[src/hw/rmch_defs.vh]
`ifndef RMCH_DEFS_VH
`define RMCH_DEFS_VH

// serial command codes
`define RMCH_CMD_SET_IV     8'h11
`define RMCH_CMD_SET_KEY    8'h12
`define RMCH_CMD_READ_IV    8'h13
`define RMCH_CMD_READ_KEY   8'h14

// argument sizes in bytes
`define RMCH_ARG_BYTES      5'h10
`define RMCH_BLOCK_BYTES    6'h10

// reply packet type bytes
`define RMCH_RSP_ACK        8'h01
`define RMCH_RSP_NACK       8'h02
`define RMCH_RSP_ASYNC      8'h03

// tag operation codes
`define RMCH_OP_NONE        8'h00
`define RMCH_OP_GET_UID     8'h01
`define RMCH_OP_READ_BLK    8'h02
`define RMCH_OP_WRITE_BLK   8'h03
`define RMCH_OP_READ_DBLK   8'h04
`define RMCH_OP_WRITE_DBLK  8'h05
`define RMCH_OP_READ_PAGE   8'h06
`define RMCH_OP_WRITE_PAGE  8'h07
`define RMCH_OP_ENCRYPT     8'h08
`define RMCH_OP_DECRYPT     8'h09
`define RMCH_OP_READ_VAL    8'h0A
`define RMCH_OP_WRITE_VAL   8'h0B
`define RMCH_OP_INC_VAL     8'h0C
`define RMCH_OP_DEC_VAL     8'h0D
`define RMCH_OP_RESTORE     8'h0E
`define RMCH_OP_TRANSFER    8'h0F
`define RMCH_OP_RECOVER     8'h10

// reset values
`define RMCH_IV_RESET       128'h0
`define RMCH_KEY_RESET      128'h0
`define RMCH_RESULT_RESET   8'h00
`define RMCH_LFSR_SEED      16'hACE1

`endif

[src/hw/rmch_mem.v]
`timescale 1ns/100ps
module rmch_mem (
  // clock only
  input  wire       clk,
  // write side
  input  wire       wr_en,
  input  wire [3:0] wr_addr,
  input  wire [7:0] wr_data,
  // read side
  input  wire [3:0] rd_addr,
  output reg  [7:0] rd_data_q
);

  reg [7:0] mem_q [0:15];

  always @(posedge clk)
  begin
    if (wr_en)
    begin
      mem_q[wr_addr] <= wr_data;
    end
    rd_data_q <= mem_q[rd_addr];
  end

endmodule // rmch_mem

[src/hw/rmch_top.v]
`timescale 1ns/100ps
`include "rmch_defs.vh"
module rmch_top (
  // clock and reset
  input  wire         clk,
  input  wire         reset_n,
  // serial packet receive
  input  wire         rx_valid,
  input  wire         rx_first,
  input  wire [7:0]   rx_data,
  input  wire         rx_end,
  // serial packet transmit
  input  wire         enc_mode,
  input  wire         tx_ready,
  output reg          tx_valid_q,
  output reg  [7:0]   tx_data_q,
  output reg          tx_last_q,
  output reg          tx_encrypt_q,
  // link cipher settings
  output reg  [127:0] link_iv_q,
  output reg  [127:0] link_key_q,
  // command register
  input  wire         reg_wr,
  input  wire [7:0]   reg_wdata,
  input  wire         comm_busy,
  // tag operation engine
  output reg          op_start_q,
  output reg  [7:0]   op_code_q,
  output reg          op_busy_q,
  input  wire         op_done,
  input  wire [7:0]   op_result,
  // memory update strobes
  output reg  [7:0]   result_q,
  output reg          upd_result_q,
  output reg          upd_tag_q,
  output reg          upd_buffer_q
);

  localparam [1:0] S_IDLE   = 2'b00;
  localparam [1:0] S_ARGS   = 2'b01;
  localparam [1:0] S_COMMIT = 2'b10;
  localparam [1:0] S_TX     = 2'b11;

  localparam [1:0] K_ACK    = 2'b00;
  localparam [1:0] K_NACK   = 2'b01;
  localparam [1:0] K_ASYNC  = 2'b10;

  reg  [1:0]   state_q;
  reg  [7:0]   code_q;
  reg  [4:0]   arg_cnt_q;
  reg  [4:0]   cmt_cnt_q;
  reg  [127:0] shadow_q;
  reg  [1:0]   kind_q;
  reg  [127:0] payload_q;
  reg  [5:0]   tx_len_q;
  reg  [5:0]   tx_idx_q;
  reg          tx_enc_q;
  reg  [15:0]  lfsr_q;
  reg          pend_q;
  reg  [7:0]   pend_code_q;
  reg          async_q;
  reg  [7:0]   async_res_q;

  wire [7:0]   mem_rd_data;
  wire         mem_wr;
  wire [3:0]   mem_rd_addr;

  // byte i of a 128-bit word, least significant byte first
  function [7:0] byte_of;
    input [127:0] word;
    input [5:0]   idx;
    begin
      byte_of = word[idx[3:0]*8 +: 8];
    end
  endfunction

  // total bytes sent, padded to whole cipher blocks when encrypting
  function [5:0] padded_len;
    input [5:0] len;
    input       enc;
    begin
      if (enc)
      begin
        padded_len = (len + 6'h0F) & 6'h30;
      end
      else
      begin
        padded_len = len;
      end
    end
  endfunction

  // operations whose result lands in the data buffer
  function buffer_op;
    input [7:0] code;
    begin
      buffer_op = (code == `RMCH_OP_READ_BLK) || (code == `RMCH_OP_READ_DBLK) ||
                  (code == `RMCH_OP_READ_PAGE) || (code == `RMCH_OP_ENCRYPT) ||
                  (code == `RMCH_OP_DECRYPT) || (code == `RMCH_OP_READ_VAL);
    end
  endfunction

  // staging store for incoming 16-byte arguments
  assign mem_wr      = (state_q == S_ARGS) && rx_valid && !rx_first && (arg_cnt_q < `RMCH_ARG_BYTES);
  assign mem_rd_addr = cmt_cnt_q[3:0];

  rmch_mem u_stage (
    .clk       (clk),
    .wr_en     (mem_wr),
    .wr_addr   (arg_cnt_q[3:0]),
    .wr_data   (rx_data),
    .rd_addr   (mem_rd_addr),
    .rd_data_q (mem_rd_data)
  );

  // byte to send at the current index
  reg [7:0] tx_byte;
  always @*
  begin
    tx_byte = lfsr_q[7:0];
    if (tx_idx_q == 6'h00)
    begin
      case (kind_q)
        K_ACK:   tx_byte = `RMCH_RSP_ACK;
        K_NACK:  tx_byte = `RMCH_RSP_NACK;
        default: tx_byte = `RMCH_RSP_ASYNC;
      endcase
    end
    else if (kind_q == K_ASYNC && tx_idx_q == 6'h01)
    begin
      tx_byte = payload_q[7:0];
    end
    else if (kind_q == K_ACK && tx_idx_q <= 6'h10 && tx_len_q > 6'h01)
    begin
      tx_byte = byte_of(payload_q, tx_idx_q - 6'h01);
    end
  end

  wire tx_adv   = !tx_valid_q || tx_ready;
  wire tx_final = (tx_idx_q == padded_len(tx_len_q, tx_enc_q) - 6'h01);
  // async packet launches when idle and no command code arrives
  wire async_take = (state_q == S_IDLE) && !(rx_valid && rx_first);

  // serial command interpreter and reply sender
  always @(posedge clk or negedge reset_n)
  begin
    if (!reset_n)
    begin
      state_q      <= S_IDLE;
      code_q       <= 8'h00;
      arg_cnt_q    <= 5'h00;
      cmt_cnt_q    <= 5'h00;
      shadow_q     <= 128'h0;
      kind_q       <= K_ACK;
      payload_q    <= 128'h0;
      tx_len_q     <= 6'h00;
      tx_idx_q     <= 6'h00;
      tx_enc_q     <= 1'b0;
      tx_valid_q   <= 1'b0;
      tx_data_q    <= 8'h00;
      tx_last_q    <= 1'b0;
      tx_encrypt_q <= 1'b0;
      link_iv_q    <= `RMCH_IV_RESET;
      link_key_q   <= `RMCH_KEY_RESET;
      lfsr_q       <= `RMCH_LFSR_SEED;
    end
    else
    begin
      lfsr_q <= {lfsr_q[14:0], lfsr_q[15] ^ lfsr_q[13] ^ lfsr_q[12] ^ lfsr_q[10]};
      case (state_q)
        S_IDLE:
        begin
          if (rx_valid && rx_first)
          begin
            code_q    <= rx_data;
            arg_cnt_q <= 5'h00;
            state_q   <= S_ARGS;
          end
          else if (async_q)
          begin
            kind_q       <= K_ASYNC;
            tx_len_q     <= 6'h02;
            tx_idx_q     <= 6'h00;
            tx_enc_q     <= enc_mode;
            payload_q    <= {120'h0, async_res_q};
            state_q      <= S_TX;
          end
        end
        S_ARGS:
        begin
          if (rx_valid && !rx_first && arg_cnt_q != 5'h1F)
          begin
            arg_cnt_q <= arg_cnt_q + 5'h01;
          end
          if (rx_end)
          begin
            tx_idx_q  <= 6'h00;
            tx_enc_q  <= enc_mode;
            cmt_cnt_q <= 5'h00;
            if (code_q == `RMCH_CMD_SET_IV || code_q == `RMCH_CMD_SET_KEY)
            begin
              if (arg_cnt_q == `RMCH_ARG_BYTES)
              begin
                state_q <= S_COMMIT;
              end
              else
              begin
                kind_q   <= K_NACK;
                tx_len_q <= 6'h01;
                state_q  <= S_TX;
              end
            end
            else if (code_q == `RMCH_CMD_READ_IV || code_q == `RMCH_CMD_READ_KEY)
            begin
              if (arg_cnt_q == 5'h00)
              begin
                kind_q    <= K_ACK;
                tx_len_q  <= 6'h11;
                payload_q <= (code_q == `RMCH_CMD_READ_IV) ? link_iv_q : link_key_q;
              end
              else
              begin
                kind_q   <= K_NACK;
                tx_len_q <= 6'h01;
              end
              state_q <= S_TX;
            end
            else
            begin
              state_q <= S_IDLE;
            end
          end
        end
        S_COMMIT:
        begin
          // read data trails the address by one cycle
          if (cmt_cnt_q != 5'h00)
          begin
            shadow_q <= {mem_rd_data, shadow_q[127:8]};
          end
          if (cmt_cnt_q == `RMCH_ARG_BYTES)
          begin
            if (code_q == `RMCH_CMD_SET_IV)
            begin
              link_iv_q <= {mem_rd_data, shadow_q[127:8]};
            end
            else
            begin
              link_key_q <= {mem_rd_data, shadow_q[127:8]};
            end
            // new setting is live before the acknowledge leaves
            kind_q   <= K_ACK;
            tx_len_q <= 6'h01;
            tx_enc_q <= enc_mode;
            state_q  <= S_TX;
          end
          else
          begin
            cmt_cnt_q <= cmt_cnt_q + 5'h01;
          end
        end
        default:
        begin
          if (tx_adv)
          begin
            if (tx_valid_q && tx_last_q)
            begin
              tx_valid_q   <= 1'b0;
              tx_last_q    <= 1'b0;
              state_q      <= S_IDLE;
            end
            else
            begin
              tx_valid_q   <= 1'b1;
              tx_data_q    <= tx_byte;
              tx_last_q    <= tx_final;
              tx_encrypt_q <= tx_enc_q;
              tx_idx_q     <= tx_idx_q + 6'h01;
            end
          end
        end
      endcase
    end
  end

  // tag operation dispatch
  always @(posedge clk or negedge reset_n)
  begin
    if (!reset_n)
    begin
      pend_q       <= 1'b0;
      pend_code_q  <= `RMCH_OP_NONE;
      op_start_q   <= 1'b0;
      op_code_q    <= `RMCH_OP_NONE;
      op_busy_q    <= 1'b0;
      result_q     <= `RMCH_RESULT_RESET;
      upd_result_q <= 1'b0;
      upd_tag_q    <= 1'b0;
      upd_buffer_q <= 1'b0;
      async_q      <= 1'b0;
      async_res_q  <= 8'h00;
    end
    else
    begin
      op_start_q   <= 1'b0;
      upd_result_q <= 1'b0;
      upd_tag_q    <= 1'b0;
      upd_buffer_q <= 1'b0;
      if (reg_wr)
      begin
        pend_q      <= 1'b1;
        pend_code_q <= reg_wdata;
      end
      else if (pend_q && !comm_busy && !op_busy_q)
      begin
        pend_q     <= 1'b0;
        op_start_q <= 1'b1;
        op_code_q  <= pend_code_q;
        op_busy_q  <= 1'b1;
      end
      if (op_done && op_busy_q)
      begin
        op_busy_q    <= 1'b0;
        result_q     <= op_result;
        upd_result_q <= 1'b1;
        upd_tag_q    <= (op_code_q == `RMCH_OP_GET_UID);
        upd_buffer_q <= buffer_op(op_code_q);
        async_q      <= 1'b1;
        async_res_q  <= op_result;
      end
      // a completion in the launch cycle wins and queues another packet
      else if (async_take)
      begin
        async_q <= 1'b0;
      end
    end
  end

endmodule // rmch_top

[config.mk]
export PLATFORM = sky130hd
export DESIGN_NAME = rmch_top
export DESIGN_NICKNAME = d
export VERILOG_FILES = /design/src/hw/rmch_mem.v /design/src/hw/rmch_top.v
export VERILOG_INCLUDE_DIRS = /design/src /design/src/hw
export SDC_FILE = /design/constraint.sdc
export NUM_CORES = 1
export LEC_CHECK = 0
export ABC_AREA = 1
export BUFFER_PORTS_ARGS = -buffer_cell sky130_fd_sc_hd__buf_2
export CORE_MARGIN = 5
export CORE_UTILIZATION = 43
export DETAILED_ROUTE_END_ITERATION = 8
export PLACE_DENSITY = 0.57
export SLEW_MARGIN = 20
export SYNTH_ARGS = -nofsm -noshare
export SYNTH_HDL_FRONTEND = slang
export SYNTH_SLANG_ARGS = --single-unit
[constraint.sdc]
create_clock -name clk -period 2.6 [get_ports clk]
set_input_delay 0.52 -clock clk [delete_from_list [all_inputs] [get_ports clk]]
set_output_delay 0.52 -clock clk [all_outputs]
set_load 0.005 [all_outputs]
==> flow_summary.ini, run 1 <==
[run_status]
outcome = finished clean

[finish]
fin_nets = 3711
fin_util_pct = 50.7
multiInputGateArea_mm2 = 0.00999
drive_above_1_share_pct = 14.9
mostFrequentLayoutCell = nand2_1
fill_cells = 6721
register_area_mm2 = 0.0189
areaGrowthSynthToFinish_pct = 17.6
layout_common_cells = nand2_1 (825), dfrtp_1 (584), o21ai_0 (486), nor2_1 (361), buf_2 (320)

[sta]
min_period_over_period_pct = 91.2
relSlewSlack_pct = 44.3
skew_ns = 0.0232
hold_viol_final = 0
setup_violations = 0
final.setup.worst_slack_ns = 0.229
slew_violations = 0
max_freq_mhz = 422
setup_tns_ns = 0
fin_crit_ns = 2.37
grt_setup_unrepaired = no
tightest_slew_ns = 0.835

[yosys]
synthAdderAreaFrac_pct = 0.694
synth_cell_type_count = 42
ys_ff_latch = 729
synth_nets = 3433
avgSynthCellArea_um2 = 9.07
ys_seq_area_share_pct = 61.5
async_reset_ff_share_pct = 81.3
synthMuxAreaShare_pct = 0.147
synth-simple-area-share_pct = 17.6
synth_edf_count = 128
synth_xor_area_share_pct = 0.371
synth_compound_area_share_pct = 13.6
synthCells = 3382
synthFlopType = dfrtp_1
synth_top_family_by_area = simple AND/OR/NAND/NOR gates
netlist_area_mm2 = 0.0307
yosys_warnings = 0

[setup_path]
regToRegEndpoint = tx_data_q[1]$_DFFE_PN0P_
arrival_ns = 2.93
worstSetupPathType = flip-flop to flip-flop
rr_worst_depth = 11
worstPathMaxFanout = 32
timing.critical_path.to_type = flip-flop
start_kind = flip-flop
r2r_slack_ns = 0.23
critical_path_required_ns = 3.16
timing.rr.start = tx_idx_q[0]$_DFFE_PN0P_

[drt]
dr.pass1.iters = 5
vias_per_cell = 5.10
routed_wl_um = 89100
drtIter0Drc = 1955
drt_drc_violations_left = 0
antenna_left = 0
vias = 23800
routedWlPerCell_um = 19.1

[floorplan]
die-area_mm2 = 0.0768
ios = 322
fp.coreArea_mm2 = 0.0711
start_util_pct = 43.1
num_rows = 98
chipWidth_um = 277
die_y_um = 277

[clocking]
clock_path_buffers = 3
cts_tree = built
clk_latency_ns = 0.62
numCtsBuffers = 79
h-tree-depth = 3
clkSinkCount = 729
root_buffer = clkbuf_16
clkTransAtPathRegs_ns = 0.06

[grt]
grtUsageTotal_pct = 22.9
grt_pass1_vias = 23000
antenna_found_initial = 2
grt_start_max_net_pins = 131
grt_overflow = 0
grt_pass1_wl_um = 141000

[worst_hold_path]
hold_class = input pin to flip-flop
min_to = op_busy_q$_DFFE_PN0P_
holdCritStartpoint = op_done
min_path_cells = 2

[pwr]
peakVddDrop_mv = 0.583
leakage_nw = 16.3
pwr_density_cell_mw_per_mm2 = 932

[placed_design]
hpwl_um = 60700
dp_slack_ns = 0.240
portBuffers = 321
gp_congestion = 0.839

[run]
maxCapViolCount = 0
-- power breakdown --
part           internal [mW]  leakage [nW]  total (mW)  switching (mW)
Combinational           2.50          5.64        9.09            6.59
Clock                   6.71          1.29        11.3            4.59
Sequential              12.6          9.34        13.2           0.665
Total                   21.8          16.3        33.6            11.8
-- synth_stat cells (all sizes together) (10+ instances only) --
library cell  count  share of area [%]
o21ai           741                 12
nor2            363                4.5
nand2           827                 10
a21oi            27               0.44
o22ai            22               0.45
buf             110                2.0
edfxtp          128                 13
inv             234                2.9
ha               17               0.69
dfrtp           585                 48
o221ai           10               0.29
clkbuf           96                1.2
nor3             13               0.21
nand3           152                2.5
-- critical path, stage by stage, from the launching register on --
cell and delay [ns]:
dfrtp_2 0.63, inv_2 0.10, ha_1 0.40, buf_4 0.38, nand3_1 0.16, nand3_1 0.15, nand3_1 0.12, nand3_1 0.11
nand2_1 0.06, nand2_1 0.05, nand2_1 0.07, nand2_1 0.07
-- how the worst max path moves through the flow --
stage	from	endpoint	cells after the start
finish	tx_idx_q[0]$_DFFE_PN0P_	tx_data_q[1]$_DFFE_PN0P_	11
global route	state_q[1]$_DFFE_PN0P_	payload_q[47]$_DFFE_PN0P_	10
CTS	tx_idx_q[0]$_DFFE_PN0P_	tx_data_q[1]$_DFFE_PN0P_	11
detailed placement	tx_idx_q[0]$_DFFE_PN0P_	tx_data_q[1]$_DFFE_PN0P_	11
global placement	tx_idx_q[0]$_DFFE_PN0P_	tx_data_q[1]$_DFFE_PN0P_	11
floorplan	cmt_cnt_q[0]$_DFFE_PN0P_	link_iv_q[100]$_DFFE_PN0P_	11
-- what timing repair did --
item / 4_1_cts / 5_1_grt
hold buffers: 1 / 0
hold endpoints to repair: 89 / 0
gates resized for setup: 0 / 0
setup buffers: 0 / 0
-- metrics by stage --
step                      area [um2]  std cells  hold slack, ns  power [mW]
after CTS                      36100       4671          0.0611        34.0
after global routing           36100       4672           0.103        35.6
after floorplan                30700       3382           0.224        19.3
final                          36100       4672           0.106        33.6
after detailed placement       33400       4528           0.337        22.6
after global placement         33400       4528           0.335        22.5
-- layout make-up --
class | count | share of cell area (%)
Timing Repair Buffer | 403 | 7.03
Clock inverter | 21 | 0.545
Clock buffer | 121 | 6.70
Inverter | 236 | 2.47
Sequential cell | 729 | 52.3
Tap cell | 950 | 3.30
Multi-Input combinational cell | 2211 | 27.7
Antenna cell | 1 | 0.00694
-- cell families (layout without fill, tap and decap cells) --
group,count (synthesis),after routing
and+or+nand+nor,1365,1365
muxes,4,4
adders and majority gates,17,17
AOI/OAI and AO/OA,812,812
buffers and inverters,442,781
xor gates and xnor gates,13,13
DFF,729,729
other,0,1
-- layer usage --
| metal | wire (um) | global-route usage (%) | share of wire (%) | up-vias |
|---|---|---|---|---|
| met1 | 41700 | 33.5 | 47 | 11500 |
| met3 | 4350 | 3.58 | 4.9 | 131 |
| met4 | 2260 | 6.42 | 2.5 | 2 |
| li1 | - | - | - | 11600 |
| met2 | 40800 | 35.8 | 46 | 594 |
| met5 | 13 | 0 | 0.015 | - |
-- state kept, by name, summed over array words and instances (netlist names), 2 cells and up --
name,flops
lfsr_q,16
shadow_q,120
tx_len_q,3
tx_idx_q,6
pend_code_q,8
state_q,2
arg_cnt_q,5
code_q,8
link_key_q,128
payload_q,128
op_code_q,8
u_stage.mem_q,128
link_iv_q,128
cmt_cnt_q,5
tx_data_q,8
u_stage.rd_data_q,8
async_res_q,8
Note: power is estimated with default switching activity, not from simulation.
==> run 2: changes to the inputs <==
--- a/config.mk
+++ b/config.mk
@@ -6,12 +6,12 @@
 export SDC_FILE = /design/constraint.sdc
 export NUM_CORES = 1
 export LEC_CHECK = 0
-export ABC_AREA = 1
 export BUFFER_PORTS_ARGS = -buffer_cell sky130_fd_sc_hd__buf_2
 export CORE_MARGIN = 5
-export CORE_UTILIZATION = 43
+export CORE_UTILIZATION = 59
 export DETAILED_ROUTE_END_ITERATION = 8
-export PLACE_DENSITY = 0.57
+export GPL_TIMING_DRIVEN = 0
+export PLACE_DENSITY = 0.76
 export SLEW_MARGIN = 20
 export SYNTH_ARGS = -nofsm -noshare
 export SYNTH_HDL_FRONTEND = slang
==> flow_summary.ini, run 2 <==
[finish]
fin_util_pct = 70.8
areaGrowthSynthToFinish_pct = 18.3
register_area_mm2 = 0.0189
multiInputGateArea_mm2 = 0.0121
drive_above_1_share_pct = 45.0
layout_common_cells = dfrtp_1 (583), mux2_2 (452), buf_2 (341), nand2_1 (291), edfxtp_1 (128)
mostFrequentLayoutCell = dfrtp_1
fill_cells = 3482
fin_nets = 2660

[drt]
vias_per_cell = 6.00
dr.pass1.iters = 5
drt_drc_violations_left = 0
routedWlPerCell_um = 24.9
drtIter0Drc = 1398
antenna_left = 0
vias = 20200
routed_wl_um = 83600

[pwr]
peakVddDrop_mv = 0.636
pwr_density_cell_mw_per_mm2 = 873
leakage_nw = 17.4

[setup_path]
start_kind = flip-flop
regToRegEndpoint = cmt_cnt_q[3]$_DFFE_PN0P_
timing.critical_path.to_type = flip-flop
r2r_slack_ns = 0.04
worstSetupPathType = flip-flop to flip-flop
timing.rr.start = cmt_cnt_q[0]$_DFFE_PN0P_
critical_path_required_ns = 3.15
worstPathMaxFanout = 14
arrival_ns = 3.11
rr_worst_depth = 9

[clocking]
clkTransAtPathRegs_ns = 0.06
h-tree-depth = 3
numCtsBuffers = 76
root_buffer = clkbuf_16
clock_path_buffers = 3
clk_latency_ns = 0.63
clkSinkCount = 729
cts_tree = built

[yosys]
ys_seq_area_share_pct = 59.6
synthTopCellsByArea = dfrtp_1 (46%), mux2_2 (16%), edfxtp_1 (12%), mux2_4 (4.7%), mux4_2 (4.6%)
synth_edf_count = 128
synth_most_common_cell = dfrtp_1
synth_top_area_share_pct = 46.2
synth_cell_type_count = 63
synthFlopType = dfrtp_1
async_reset_ff_share_pct = 81.3
ys_ff_latch = 729
synth_largest_area_cell = dfrtp_1
netlist_area_mm2 = 0.0317
synth_common_cells = dfrtp_1 (585), mux2_2 (452), nand2_1 (296), edfxtp_1 (128), a21boi_0 (122)
avgSynthCellArea_um2 = 14.4
synthCells = 2198
yosys_warnings = 0
synth_nets = 2249

[sta]
relSlewSlack_pct = 47.0
slew_violations = 0
setup_violations = 0
final.setup.worst_slack_ns = 0.0440
tightest_slew_ns = 0.794
fin_crit_ns = 2.56
max_freq_mhz = 391
skew_ns = 0.0264
min_period_over_period_pct = 98.3
hold_viol_final = 0

[floorplan]
start_util_pct = 59.9
die-area_mm2 = 0.0584
chipWidth_um = 242
fp.coreArea_mm2 = 0.0529
ios = 322
die_y_um = 242
num_rows = 84

[grt]
grt_pass1_vias = 21100
grt_start_max_net_pins = 101
grt_pass1_wl_um = 129000
antenna_found_initial = 4
grtUsageTotal_pct = 28.0
grt_overflow = 0

[worst_hold_path]
min_path_cells = 2
hold_class = input pin to flip-flop
min_to = async_res_q[3]$_DFFE_PN0P_
holdCritStartpoint = op_result[3]

[placed_design]
dp_slack_ns = -1.06
hpwl_um = 57900
portBuffers = 320
gp_congestion = 0.920

[run_status]
outcome = finished clean

[run]
maxCapViolCount = 0
## run 2: cell types whose count changed in the layout (fill, tap and decap cells not counted), sizes merged, moves of 14 or more
cell,before,now
a21boi,0,123
nand2,827,296
o22ai,22,8
mux4,0,64
o21ai,741,19
clkbuf,121,170
mux2,4,554
inv,238,26
nand3,152,13
nor2,363,57
mux2i,0,14
## run 2: layout make-up
class	count	share of cell area (%)
Buffer	129	2.89
Clock inverter	27	0.712
Sequential cell	729	50.4
Timing Repair Buffer	337	5.13
Multi-Input combinational cell	1314	32.4
Inverter	22	0.227
Tap cell	688	2.30
Antenna cell	1	0.00668
Clock buffer	113	5.94
## run 2: worst max-delay path by stage
| stage | from | to | slack (ns) |
|---|---|---|---|
| 2_1_floorplan | cmt_cnt_q[0]$_DFFE_PN0P_ | link_iv_q[100]$_DFFE_PN0P_ | -0.04 |
| 3_3_place_gp | reset_n | pend_code_q[4]$_DFFE_PN0P_ | -10.68 |
| 3_5_place_dp | cmt_cnt_q[0]$_DFFE_PN0P_ | link_key_q[86]$_DFFE_PN0P_ | -1.06 |
| 4_1_cts | state_q[1]$_DFFE_PN0P_ | u_stage.mem_q[9][6]$_DFFE_PP_ | -0.14 |
| 5_1_grt | cmt_cnt_q[0]$_DFFE_PN0P_ | cmt_cnt_q[3]$_DFFE_PN0P_ | -0.08 |
| 6_report | cmt_cnt_q[0]$_DFFE_PN0P_ | cmt_cnt_q[3]$_DFFE_PN0P_ | 0.04 |
## run 2: through the flow
step | instances | hold slack [ns] | TNS (ns) | instance area [um2] | total power, mW
2_1_floorplan | 2198 | 0.224 | -3.73 | 31700 | 19.1
3_3_place_gp | 3206 | 0.340 | -6608.30 | 34100 | 21.3
3_5_place_dp | 3212 | 0.339 | -386.42 | 34300 | 21.6
4_1_cts | 3355 | 0.0946 | -11.97 | 37300 | 32.6
5_1_grt | 3359 | 0.113 | -4.29 | 37400 | 33.9
6_report | 3360 | 0.127 | 0 | 37400 | 32.7
## run 2: cell families (layout without fill, tap and decap cells)
| kind of cell | after synthesis | count (layout) | synth area share, % |
|---|---|---|---|
| XOR/XNOR | 19 | 19 | 0.526 |
| adder cells (fa/ha/maj) | 17 | 17 | 0.672 |
| AND/OR/NAND/NOR | 427 | 427 | 5.72 |
| flip-flops | 729 | 729 | 59.6 |
| other | 0 | 1 | 0 |
| AO/OA/AOI/OAI | 219 | 219 | 4.85 |
| buffers and inverters | 155 | 628 | 2.79 |
| multiplexers | 632 | 632 | 25.9 |
## run 2: repair_timing
action	CTS	global route
cloned	2	1
hold buffers	1	0
buffers inserted	3	4
gates resized for setup	124	43
hold endpoints to repair	46	0
endpoints found under the setup margin	589	533
pin swaps	1	2
## run 2: per-layer routing
| layer | global-route usage [%] | share of wire (%) | vias to the layer above |
|---|---|---|---|
| met5 | 0 | 0.054 | - |
| met4 | 10.2 | 3.8 | 6 |
| met3 | 5.19 | 5.9 | 174 |
| met2 | 46.5 | 49 | 661 |
| met1 | 37.7 | 41 | 10600 |
| li1 | - | - | 8710 |
## run 2: report_power, final
group	switching (mW)	total (mW)	leakage (nW)	internal, mW
logic	4.29	8.14	6.86	3.85
registers	1.09	13.7	9.28	12.6
clock network	4.53	10.9	1.22	6.34
total	9.91	32.7	17.4	22.8
## run 2: critical path: stages (launching register included)
cell	delay, ns
dfrtp_2	0.43
buf_12	0.19
inv_1	0.06
ha_1	0.21
and4bb_2	0.27
buf_4	0.14
nor3b_1	0.64
nand4_1	0.21
xor2_1	0.20
nor2_1	0.13
